**config.mk**
```make
export PLATFORM = sky130hd
export DESIGN_NAME = crs_request_framer
export DESIGN_NICKNAME = d
export VERILOG_FILES = /design/src/include/crs_pkg.sv /design/src/rtl/crs_request_framer.sv
export SDC_FILE = /design/constraint.sdc
export NUM_CORES = 2
export LEC_CHECK = 0
export ABC_AREA = 1
export BUFFER_PORTS_ARGS = -buffer_cell sky130_fd_sc_hd__buf_2
export CORE_MARGIN = 5
export CORE_UTILIZATION = 29
export CTS_CLUSTER_SIZE = 12
export DETAILED_ROUTE_END_ITERATION = 8
export MAX_ROUTING_LAYER = met4
export PLACE_DENSITY = 0.55
export REMOVE_ABC_BUFFERS = 1
export SLEW_MARGIN = 25
export SYNTH_ARGS = -nofsm -noshare
export SYNTH_HDL_FRONTEND = slang
export SYNTH_SLANG_ARGS = --single-unit
```
**constraint.sdc**
```tcl
create_clock -name clk_in -period 4.22 [get_ports clk_in]
set_input_delay 0 -clock clk_in [delete_from_list [all_inputs] [get_ports clk_in]]
set_output_delay 0 -clock clk_in [all_outputs]
set_load 0.005 [all_outputs]
```
**src/include/crs_pkg.sv**
```systemverilog
// Shared constants for the completer request stream framer.
// Assumes a single 100 MHz clock domain and an APB master for control.
package crs_pkg;

  // ---------------------------------------------------------------
  // Packet geometry
  // ---------------------------------------------------------------
  localparam int CRS_DWORD_W     = 32;
  localparam int CRS_DESC_DWORDS = 4;
  localparam int CRS_DESC_W      = 128;
  localparam int CRS_LEN_W       = 11;
  localparam int CRS_BEAT_W      = 11;
  localparam int CRS_POS_W       = 16;
  localparam int CRS_START_W     = 5;
  localparam int CRS_LANE_BYTES  = 4;

  // ---------------------------------------------------------------
  // Sideband bus field positions
  // ---------------------------------------------------------------
  localparam int CRS_USER_W      = 53;
  localparam int CRS_U_FIRST_DWORD_BYTE_MASK  = 0;
  localparam int CRS_U_LAST_DWORD_BYTE_MASK   = 4;
  localparam int CRS_U_BYTE_EN   = 8;
  localparam int CRS_BYTE_EN_W   = 32;
  localparam int CRS_U_SOP       = 40;
  localparam int CRS_U_DISCARD   = 41;
  localparam int CRS_U_ST_TAG    = 42;
  localparam int CRS_ST_TAG_W    = 8;
  localparam int CRS_U_ST_TYPE   = 50;
  localparam int CRS_ST_TYPE_W   = 2;
  localparam int CRS_U_TPH       = 52;

  // ---------------------------------------------------------------
  // Register map (byte addresses) and fields
  // ---------------------------------------------------------------
  localparam int          CRS_ADDR_W      = 12;
  localparam logic [11:0] CRS_OFS_CTRL    = 12'h000;
  localparam logic [11:0] CRS_OFS_STATUS  = 12'h004;
  localparam logic [11:0] CRS_OFS_PKTCNT  = 12'h008;
  localparam int          CRS_CTRL_ALIGN  = 0;
  localparam logic        CRS_CTRL_RST    = 1'b0;
  localparam int          CRS_STAT_BUSY   = 0;
  localparam int          CRS_STAT_VALID  = 1;
  localparam int          CRS_PKTCNT_W    = 16;
  localparam logic [3:0]  CRS_BE_ALL      = 4'hf;

endpackage

```
**src/rtl/crs_request_framer.sv**
```systemverilog
// Completer request framer: turns received requests into stream packets.
// Assumes header and payload beats come from the link receive buffer on
// clk_in, and that payload beats are supplied without gaps once a
// request has been accepted.
//
// Notes on behaviour
// - Stream width 64, 128 or 256; keep per Dword.
// - Each request: 128-bit descriptor, then optional payload.
// - Dword mode: first byte on lane (16+A%4)%w.
// - Address mode: payload new beat, lane A%w.
// - Address from request; messages use zero.
// - Valid stays high until final beat transferred.
// - Receiver may stall any beat with ready low.
// - Keep high from descriptor through last payload Dword.
// - Keep low only in a short final beat.
// - Last flag marks final beat of every packet.
// - First beat carries first/last Dword byte masks.
// - Start flag, sideband bit 40, on first beat.
// - Byte valids only for real payload bytes.
// - Byte valids contiguous except payloads up to two.
// - Zero-length write: one Dword, no byte valids.
// - Dword mode gap of zero to three bytes.
// - Hint steering tag and type on sideband.
// - Address mode keeps keep high across gap.
`timescale 1ns/100ps
module crs_request_framer #(
  parameter int DATA_W = 256
) (
  // Clock and reset
  input  wire logic                         clk_in,
  input  wire logic                         nrst_in,
  // APB slave
  input  wire logic                         psel_in,
  input  wire logic                         penable_in,
  input  wire logic                         pwrite_in,
  input  wire logic [11:0]                  paddr_in,
  input  wire logic [31:0]                  pwdata_in,
  output logic      [31:0]                  prdata_out,
  output logic                              pready_out,
  output logic                              pslverr_out,
  // Request header from link receive side
  input  wire logic                         req_valid_in,
  input  wire logic [127:0]                 req_desc_in,
  input  wire logic [4:0]                   req_addr_in,
  input  wire logic                         req_is_msg_in,
  input  wire logic [10:0]                  req_dwords_in,
  input  wire logic                         req_zero_len_in,
  input  wire logic [3:0]                   first_dword_byte_mask_in,
  input  wire logic [3:0]                   last_dword_byte_mask_in,
  input  wire logic                         req_tph_in,
  input  wire logic [7:0]                   req_st_tag_in,
  input  wire logic [1:0]                   req_st_type_in,
  output logic                              req_ready_out,
  // Payload beats, Dwords packed from lane 0
  input  wire logic                         pld_valid_in,
  input  wire logic [DATA_W-1:0]            pld_data_in,
  output logic                              pld_ready_out,
  // Completer request stream
  output logic [DATA_W-1:0]                 completer_request_tdata_out,
  output logic [DATA_W/32-1:0]              completer_request_tkeep_out,
  output logic                              completer_request_tlast_out,
  output logic                              completer_request_tvalid_out,
  input  wire logic                         completer_request_tready_in,
  output logic [crs_pkg::CRS_USER_W-1:0]    request_sideband_bus_out
);

  // ---------------------------------------------------------------
  // Local geometry
  // ---------------------------------------------------------------
  localparam int NDW = DATA_W / crs_pkg::CRS_DWORD_W;
  localparam int SW  = $clog2(NDW);
  localparam int PW  = crs_pkg::CRS_START_W;
  localparam int LW  = crs_pkg::CRS_LEN_W;
  localparam int QW  = crs_pkg::CRS_POS_W;
  localparam int UW  = crs_pkg::CRS_USER_W;
  // First payload position in address mode: the beat after the descriptor
  localparam int DESC_END = (NDW > crs_pkg::CRS_DESC_DWORDS) ?
                            NDW : crs_pkg::CRS_DESC_DWORDS;
  localparam int DESC_LANES = (NDW >= crs_pkg::CRS_DESC_DWORDS) ?
                              crs_pkg::CRS_DESC_W / 8 : DATA_W / 8;

  typedef enum logic {
    CRS_IDLE = 1'b0,
    CRS_SEND = 1'b1
  } crs_state_type;

  typedef struct packed {
    crs_state_type                  state;
    logic                           align_mode;
    logic                           pkt_align;
    logic [crs_pkg::CRS_BEAT_W-1:0] beat;
    logic [LW-1:0]                  n_dw;
    logic [PW-1:0]                  pstart;
    logic                           zero_len;
    logic [3:0]                     first_mask;
    logic [3:0]                     last_mask;
    logic                           tph;
    logic [7:0]                     st_tag;
    logic [1:0]                     st_type;
    logic [crs_pkg::CRS_DESC_W-1:0] desc;
    logic [DATA_W-1:0]              hold;
    logic                           hdr_ready;
    logic                           mid_pkt;
    logic                           out_valid;
    logic [DATA_W-1:0]              out_data;
    logic [NDW-1:0]                 out_keep;
    logic                           out_last;
    logic [UW-1:0]                  out_user;
    logic [crs_pkg::CRS_PKTCNT_W-1:0] pkt_cnt;
    logic                           pready;
    logic                           pslverr;
    logic [31:0]                    prdata;
  } crs_regs_type;

  crs_regs_type r_reg;
  crs_regs_type r_next;

  // ---------------------------------------------------------------
  // Beat geometry for the beat now being built
  // ---------------------------------------------------------------
  logic [QW-1:0] base;
  logic [QW-1:0] total;
  logic [QW-1:0] pq;
  logic          last_beat;
  logic          need_in;
  logic          adv;
  logic          take_beat;

  // Positions count Dwords from descriptor Dword 0
  assign base  = QW'({r_reg.beat, {SW{1'b0}}});
  assign total = QW'(r_reg.pstart) + QW'(r_reg.n_dw);
  assign pq    = QW'({r_reg.pstart[PW-1:SW], {SW{1'b0}}});
  assign last_beat = (base + QW'(NDW)) >= total;
  // An input beat is due once the payload window reaches this beat
  assign need_in   = (base >= pq) && ((base - pq) < QW'(r_reg.n_dw));

  wire [DATA_W-1:0]             beat_data;
  wire [NDW-1:0]                beat_keep;
  wire [crs_pkg::CRS_BYTE_EN_W-1:0] beat_be;

  // ---------------------------------------------------------------
  // Per-Dword lane steering
  // ---------------------------------------------------------------
  for (genvar s = 0; s < NDW; s++) begin : g_lane
    wire [QW-1:0] pos     = base + QW'(s);
    wire [QW-1:0] jdw     = pos - QW'(r_reg.pstart);
    wire          is_desc = pos < QW'(crs_pkg::CRS_DESC_DWORDS);
    wire          is_pay  = (pos >= QW'(r_reg.pstart)) && (pos < total);
    // Lanes below the start slot take the tail of the previous beat
    wire [SW-1:0] idx     = SW'(s) - r_reg.pstart[SW-1:0];
    wire          use_cur = SW'(s) >= r_reg.pstart[SW-1:0];
    wire [31:0]   cur_dw  = pld_data_in[32*idx +: 32];
    wire [31:0]   old_dw  = r_reg.hold[32*idx +: 32];
    // Keep covers descriptor, null gap and payload alike
    assign beat_keep[s] = pos < total;
    assign beat_data[32*s +: 32] =
      is_desc ? r_reg.desc[32*pos[1:0] +: 32] :
      !is_pay ? 32'h0000_0000 :
      use_cur ? cur_dw : old_dw;
    // Masks only on payload lanes; middle Dwords fully valid
    assign beat_be[4*s +: 4] =
      (!is_pay || r_reg.zero_len) ? 4'h0 :
      (jdw == '0) ? r_reg.first_mask :
      (jdw == QW'(r_reg.n_dw - 1'b1)) ? r_reg.last_mask :
      crs_pkg::CRS_BE_ALL;
  end
  if (NDW * crs_pkg::CRS_LANE_BYTES < crs_pkg::CRS_BYTE_EN_W) begin : g_be_pad
    assign beat_be[crs_pkg::CRS_BYTE_EN_W-1:NDW*crs_pkg::CRS_LANE_BYTES] = '0;
  end

  // ---------------------------------------------------------------
  // Next state
  // ---------------------------------------------------------------
  // One process builds every next value; APB, header and stream share it
  always_comb begin
    logic [PW-1:0] slot;
    logic          addr_mode;
    slot      = '0;
    addr_mode = 1'b0;
    r_next    = r_reg;
    adv       = !r_reg.out_valid || completer_request_tready_in;
    take_beat = (r_reg.state == CRS_SEND) && adv &&
                (!need_in || pld_valid_in);
    // Ready only while a due beat can move; tied to the stream handshake
    pld_ready_out = (r_reg.state == CRS_SEND) && adv && need_in;

    // Consumed beat leaves; a stalled beat keeps every field
    if (r_reg.out_valid && completer_request_tready_in) begin
      r_next.out_valid = 1'b0;
      r_next.mid_pkt   = !r_reg.out_last;
    end

    // Load the next beat of the packet
    if (take_beat) begin
      r_next.out_valid = 1'b1;
      r_next.out_data  = beat_data;
      r_next.out_keep  = beat_keep;
      r_next.out_last  = last_beat;
      r_next.out_user  = '0;
      r_next.out_user[crs_pkg::CRS_U_BYTE_EN +: crs_pkg::CRS_BYTE_EN_W] =
        beat_be;
      if (r_reg.beat == '0) begin
        r_next.out_user[crs_pkg::CRS_U_FIRST_DWORD_BYTE_MASK +: 4] =
          r_reg.first_mask;
        r_next.out_user[crs_pkg::CRS_U_LAST_DWORD_BYTE_MASK +: 4]  = r_reg.last_mask;
        r_next.out_user[crs_pkg::CRS_U_SOP]           = 1'b1;
        r_next.out_user[crs_pkg::CRS_U_TPH]           = r_reg.tph;
        if (r_reg.tph) begin
          r_next.out_user[crs_pkg::CRS_U_ST_TAG +: crs_pkg::CRS_ST_TAG_W] =
            r_reg.st_tag;
          r_next.out_user[crs_pkg::CRS_U_ST_TYPE +: crs_pkg::CRS_ST_TYPE_W] =
            r_reg.st_type;
        end
      end
      if (need_in) begin
        r_next.hold = pld_data_in;
      end
      r_next.beat = r_reg.beat + 1'b1;
      if (last_beat) begin
        r_next.state     = CRS_IDLE;
        r_next.hdr_ready = 1'b1;
        r_next.pkt_cnt   = r_reg.pkt_cnt + 1'b1;
      end
    end

    // Header acceptance; mode is frozen per packet
    if ((r_reg.state == CRS_IDLE) && r_reg.hdr_ready && req_valid_in) begin
      addr_mode = r_reg.align_mode && (req_dwords_in != '0);
      // Messages align as if addressed at zero
      if (!req_is_msg_in) begin
        slot = PW'(req_addr_in[SW+1:2]);
      end
      r_next.state     = CRS_SEND;
      r_next.hdr_ready = 1'b0;
      r_next.pkt_align = addr_mode;
      r_next.beat      = '0;
      r_next.n_dw      = req_dwords_in;
      r_next.pstart    = addr_mode ? (PW'(DESC_END) + slot) :
                                     PW'(crs_pkg::CRS_DESC_DWORDS);
      r_next.zero_len  = req_zero_len_in;
      r_next.first_mask = first_dword_byte_mask_in;
      r_next.last_mask  = last_dword_byte_mask_in;
      r_next.tph       = req_tph_in;
      r_next.st_tag    = req_st_tag_in;
      r_next.st_type   = req_st_type_in;
      r_next.desc      = req_desc_in;
    end

    // APB: answer ready in the first access cycle, zero wait states
    r_next.pready = psel_in && !penable_in;
    if (psel_in && !penable_in) begin
      r_next.prdata  = '0;
      r_next.pslverr = 1'b0;
      case (paddr_in)
        crs_pkg::CRS_OFS_CTRL: begin
          r_next.prdata[crs_pkg::CRS_CTRL_ALIGN] = r_reg.align_mode;
        end
        crs_pkg::CRS_OFS_STATUS: begin
          r_next.prdata[crs_pkg::CRS_STAT_BUSY]  = r_reg.state == CRS_SEND;
          r_next.prdata[crs_pkg::CRS_STAT_VALID] = r_reg.out_valid;
        end
        crs_pkg::CRS_OFS_PKTCNT: begin
          r_next.prdata[crs_pkg::CRS_PKTCNT_W-1:0] = r_reg.pkt_cnt;
        end
        default: begin
          r_next.pslverr = 1'b1;
        end
      endcase
    end
    // Write lands only at the completing edge
    if (psel_in && penable_in && r_reg.pready && pwrite_in &&
        (paddr_in == crs_pkg::CRS_OFS_CTRL)) begin
      r_next.align_mode = pwdata_in[crs_pkg::CRS_CTRL_ALIGN];
    end
  end

  // ---------------------------------------------------------------
  // State register
  // ---------------------------------------------------------------
  always_ff @(posedge clk_in or negedge nrst_in) begin
    if (!nrst_in) begin
      r_reg            <= '0;
      r_reg.state      <= CRS_IDLE;
      r_reg.align_mode <= crs_pkg::CRS_CTRL_RST;
      r_reg.hdr_ready  <= 1'b1;
    end else begin
      r_reg <= r_next;
    end
  end

  // Outputs straight from the state register
  assign completer_request_tdata_out  = r_reg.out_data;
  assign completer_request_tkeep_out  = r_reg.out_keep;
  assign completer_request_tlast_out  = r_reg.out_last;
  assign completer_request_tvalid_out = r_reg.out_valid;
  assign request_sideband_bus_out     = r_reg.out_user;
  assign req_ready_out                = r_reg.hdr_ready;
  assign prdata_out                   = r_reg.prdata;
  assign pready_out                   = r_reg.pready;
  assign pslverr_out                  = r_reg.pslverr;

  logic           starve;
  logic [NDW-1:0] be_ok;
  assign starve = need_in && !pld_valid_in && (r_reg.state == CRS_SEND);
  for (genvar s = 0; s < NDW; s++) begin : g_chk
    assign be_ok[s] = r_reg.out_keep[s] ||
      (r_reg.out_user[crs_pkg::CRS_U_BYTE_EN + 4*s +: 4] == 4'h0);
  end
endmodule

```
**After elaboration in Yosys (flattened, before gate mapping)**

Index checks and enable logic that the tools add are counted.
Widths: inputs -> output; s select.

- Bitwise operators: 1
- Muxes and demuxes: 70
- Reductions and logical operators: 60
- $add $sub $neg: 30
- Shifts and indexed selects: 23
- Order comparisons: 35
- Equality and inequality tests: 10

Operators by type and width:

| kind | number |
|---|---|
| $shiftx 256x9->32 | 16 |
| $shiftx 128x8->32 | 7 |
| $mux 32 | 24 |
| $mux 335 | 1 |
| $mux 175 | 1 |
| $eq 16x16->1 | 8 |
| $logic_not 16->1 | 8 |
| $sub 15x5->16 | 7 |
| $ge 15x5->1 | 7 |
| $lt 15x12->1 | 7 |
| $lt 15x3->1 const B | 7 |
| $mux 4 | 24 |
| $add 14x3->15 const B | 4 |
| $add 14x2->15 const B | 2 |
| $sub 14x5->15 | 2 |
| $ge 14x5->1 | 2 |
| $mux 11 | 2 |
| $logic_and 1x1->1 | 21 |
| $add 16x1->16 const B | 1 |
| $lt 16x11->1 | 1 |
| $mux 16 | 1 |
| $add 14x1->15 const B | 1 |
| $add 14x4->15 const B | 1 |
| $ge 15x12->1 | 1 |
| 31 further kinds | 73 |

- Logic and storage cells: 252
- Input port bits: 473
- Register bits: 786

**Longest topological paths before layout**

- Depth in word-level cells: 8
- Gate-level depth with buffers: 25
- Gate-level depth less buffers: 21

**Worst setup path after synthesis**

Ideal clock, no wire load.

- Path kind: reg2reg
- Start point: register r_reg[775] (netlist name)
- End point: register r_reg (netlist bit completer_request_tdata_out[22])
- Stages on the path, launching flop included: 24
- Path buffers: 9
- Data arrival time: 3.644 ns
- Path slack: 0.459 ns
- Cell sequence: dfrtp_1 buf_4 inv_2 clkbuf_1 buf_2 buf_2 buf_1 ha_1 ha_1 clkbuf_1 inv_2 nand2_1 buf_2 buf_2 clkbuf_1 a21oi_1 o21ai_0 nand3_1 a21oi_1 a21oi_1 nand4_1 nand2_1 nand2_1 nand2_1

- Longest elaborated chain between the ends: 5
- Elaborated cells on any way between the ends: 11

RTL lines:

| item | RTL line | RTL |
|---|---|---|
| start, declared | crs_request_framer.sv:115 | `crs_regs_type r_reg;` |
| start signal, assigned | crs_request_framer.sv:287 | `r_reg <= r_next;` |
| $add 5x11->12 / $sub 1x3->3 (equally long branches) | crs_request_framer.sv:131, crs_request_framer.sv:150 |  |
| $lt 14x12->1, or another cell as far along | crs_request_framer.sv:148 | `wire is_pay = (pos >= QW'(r_reg.pstart)) && (pos < total);` |
| $logic_and 1x1->1 / $mux 32 (equally long branches) | crs_request_framer.sv:148, crs_request_framer.sv:159 |  |
| $mux 32 (*) | crs_request_framer.sv:158 | `!is_pay ? 32'h0000_0000 :` |
| $mux 32 (*) | crs_request_framer.sv:157 | `is_desc ? r_reg.desc[32*pos[1:0] +: 32] :` |

Mark *: on every way between the ends. The rest lies on a longest branch, timed or not.
A chain may end at the register's enable or synchronous reset.

**Worst setup path after layout**

- Start point: register r_reg[775] (netlist name)
- End point: register r_reg (netlist bit completer_request_tdata_out[196])

- Longest elaborated chain between the ends: 5
- Elaborated cells on any way between the ends: 11

RTL lines:

| item | RTL line |
|---|---|
| $add 5x11->12 / $sub 3x3->3 (equally long branches) | crs_request_framer.sv:131, crs_request_framer.sv:150 |
| $lt 15x12->1, or another cell as far along | crs_request_framer.sv:148 |
| $logic_and 1x1->1 / $mux 32 (equally long branches) | crs_request_framer.sv:148, crs_request_framer.sv:159 |
| $mux 32 (*) | crs_request_framer.sv:158 |
| $mux 32 (*) | crs_request_framer.sv:157 |

Marks and branches as above.

==> run metrics <==
synthesized instance count=10800; unrepaired setup endpoints after global routing=false; CP startpoint=r_reg[775]; Area Growth Syn to Fin=23.2%; critical path class=reg2reg; GP Congestion=1.02; DRT Pass-1 Iters=6; post-synth cell types=59; sequential-to-total area share from yosys stat=29.3%; mean post-synth cell area=6.21 sq um; Slew @ Worst Pin=1130 ps; Clock Pin Slew Worst Setup and Hold Paths=60 ps; vias=78900; DP HPWL=231000 microns; total CTS buffers=103; global-route wire length before repair=497000 microns; die width=491 microns; Setup WS post-layout=219 ps; GRT Overall Usage=27.5%; final count of hold timing violations=0; Tcrit/Tclk final=94.8%; Tmin final=4000 ps; number of setup buffers added after CTS=0; synthesized area=0.0670 sq mm; # setup viols final=0; Post-Layout Inst Area=0.0825 sq mm; # rows=176; Max clock buf depth=3; leak pwr=39.1 nW; most common cell after layout, fill and taps aside=nand2_1; Hold WC Path Type=in2reg; Max-Cap Viols=0; CP required=4900 ps; R2R Path Start=r_reg[775]; clock skew=61.7 ps; data arrival time of the worst path=4690 ps; WL final=337000 microns; DRC viols=0; vias per cell=5.41; Clk Latency, worst-skew pair=760 ps; IO Count=828; die footprint=0.241 sq mm; max reg flops=436; layout cells sized above 1=11.8%; wire per inst=23.1 microns; Chip Height=491 microns; crit start category=flip-flop; hold slack=99.4 ps; yosys warns=0; largest net degree at the start of global routing=239; # H-tree levels=3; relative slew slack=24.3%; Async SR Flop Fraction=100%; antenna violations before repair=55; pre-CTS WS=230 ps; clock tree from TritonCTS=done; status=completed; Max FO, Critical Path=33; Core Area=0.230 sq mm; initial DRC count=9754; Root Driver=clkbuf_16; vias in the first global route=72600; EDFF count, synth=0; initial core utilization=29.1%; Pins Over Slew Limit=0; Routed Antenna Nets=0; pwr dens=742 mW/mm^2; Max Freq=0.250 GHz; most frequent cells in the layout=nand2_1 (2575), o21ai_0 (1573), a21oi_1 (1303); final total power=61.2 mW; Worst Hold Launch=paddr_in[5]; gr ovfl total=0; Synth Register Bits=785; CTS sink count=785; IO Port Bufs=777; dominant synthesized flop cell=dfrtp_1; worst vdd ir=1.00 mV; Setup crit end kind=flip-flop; dpl cell area=0.0721 sq mm; setup_tns=0 ps; NumNets Final=12000
[worst max-delay path: stages (launching register included)]
cell and delay, ps:
dfrtp_4 530, ha_1 270, fa_1 460, nand3_1 120, nand3_2 140, nand2_1 110, xor2_1 210, ha_2 380
inv_1 70, nor2_1 40, nor2_1 130, nand2_1 80, inv_1 70, nand2_1 50, nand2_1 80, and2_4 770
nand3_1 190, nand2_1 120
[timing repair]
item / in CTS / in global routing
hold endpoints to repair: 1338 / 0
gates resized for setup: 0 / 2
setup endpoints to repair: 0 / 25
hold buffers: 650 / 0
[layout make-up]
| cell class | count | area [sq um] |
|---|---|---|
| Sequential cell | 785 | 19700 |
| Timing Repair Buffer | 1744 | 13900 |
| Tap cell | 3026 | 3790 |
| Clock buffer | 135 | 2880 |
| Fill cell | 24800 | 147000 |
| Inverter | 795 | 3060 |
| Antenna cell | 55 | 138 |
| Clock inverter | 53 | 785 |
| Multi-Input combinational cell | 8008 | 38300 |
[path summary, 6_finish.rpt]
kind                                               endpoint  slack [ps]  depth (start not counted)
max                        completer_request_tdata_out[196]         220                         17
min                                           prdata_out[0]         100                          7
max reg2reg                completer_request_tdata_out[196]         220                         17
min reg2reg                    request_sideband_bus_out[42]         470                          2
max in group asynchronous                        r_reg[579]        3370                          3
min in group asynchronous                        r_reg[503]         140                          3
[per-stage QoR]
stage	instances	util [%]
finish	14600	35.9
global route	14600	35.9
CTS	14500	35.8
detailed placement	13700	31.4
global placement	13700	31.4
floorplan	9588	-
[where the power goes]
group | internal, mW | switching [mW] | leakage (nW) | total [mW]
Combinational | 11.9 | 25.8 | 27.4 | 37.7
Sequential | 11.0 | 2.89 | 9.93 | 13.9
Clock | 5.75 | 3.94 | 1.77 | 9.69
[cell usage after synthesis (all sizes together), types with 3 or more instances]
cell / n / share of area (%)
a21oi: 1307 / 9.8
nor3: 41 / 0.32
and2: 13 / 0.12
nand2: 2587 / 15
nor4: 5 / 0.056
a22o: 6 / 0.078
o21ai: 1828 / 14
nand3b: 4 / 0.045
inv: 782 / 4.4
clkinv: 13 / 0.073
nand3: 982 / 7.4
clkbuf: 553 / 3.1
or2: 3 / 0.028
mux2i: 32 / 0.48
dfrtp: 784 / 29
a31oi: 82 / 0.77
ha: 46 / 0.86
nor3b: 13 / 0.15
a221oi: 5 / 0.065
o211ai: 174 / 2.0
nand4: 78 / 0.74
xor2: 59 / 0.77
o31ai: 11 / 0.12
and3: 3 / 0.028
a211oi: 15 / 0.17
o21a: 10 / 0.11
xnor2: 14 / 0.18
a22oi: 17 / 0.19
o221ai: 3 / 0.039
o22ai: 38 / 0.35
nor2: 603 / 3.6
buf: 657 / 6.4
[routing by layer]
metal / vias to the layer above / track usage, % / share of wire, %
li1: 37300 / - / -
met1: 37100 / 37.0 / 43
met2: 3971 / 41.1 / 44
met3: 616 / 4.96 / 8.7
met4: 0 / 10.7 / 4.3
met5: - / - / 0
[cell families after synthesis]
family / Yosys count / share of synthesized area (%)
and+or+nand+nor: 4332 / 27.0
AOI/OAI and AO/OA: 3505 / 27.4
buffers and inverters: 2005 / 13.9
DFF: 785 / 29.3
xor gates and xnor gates: 73 / 0.955
adders and majority gates: 48 / 0.919
muxes: 33 / 0.495
other: 1 / 0.00560
Power figures use the tool's default switching activity.
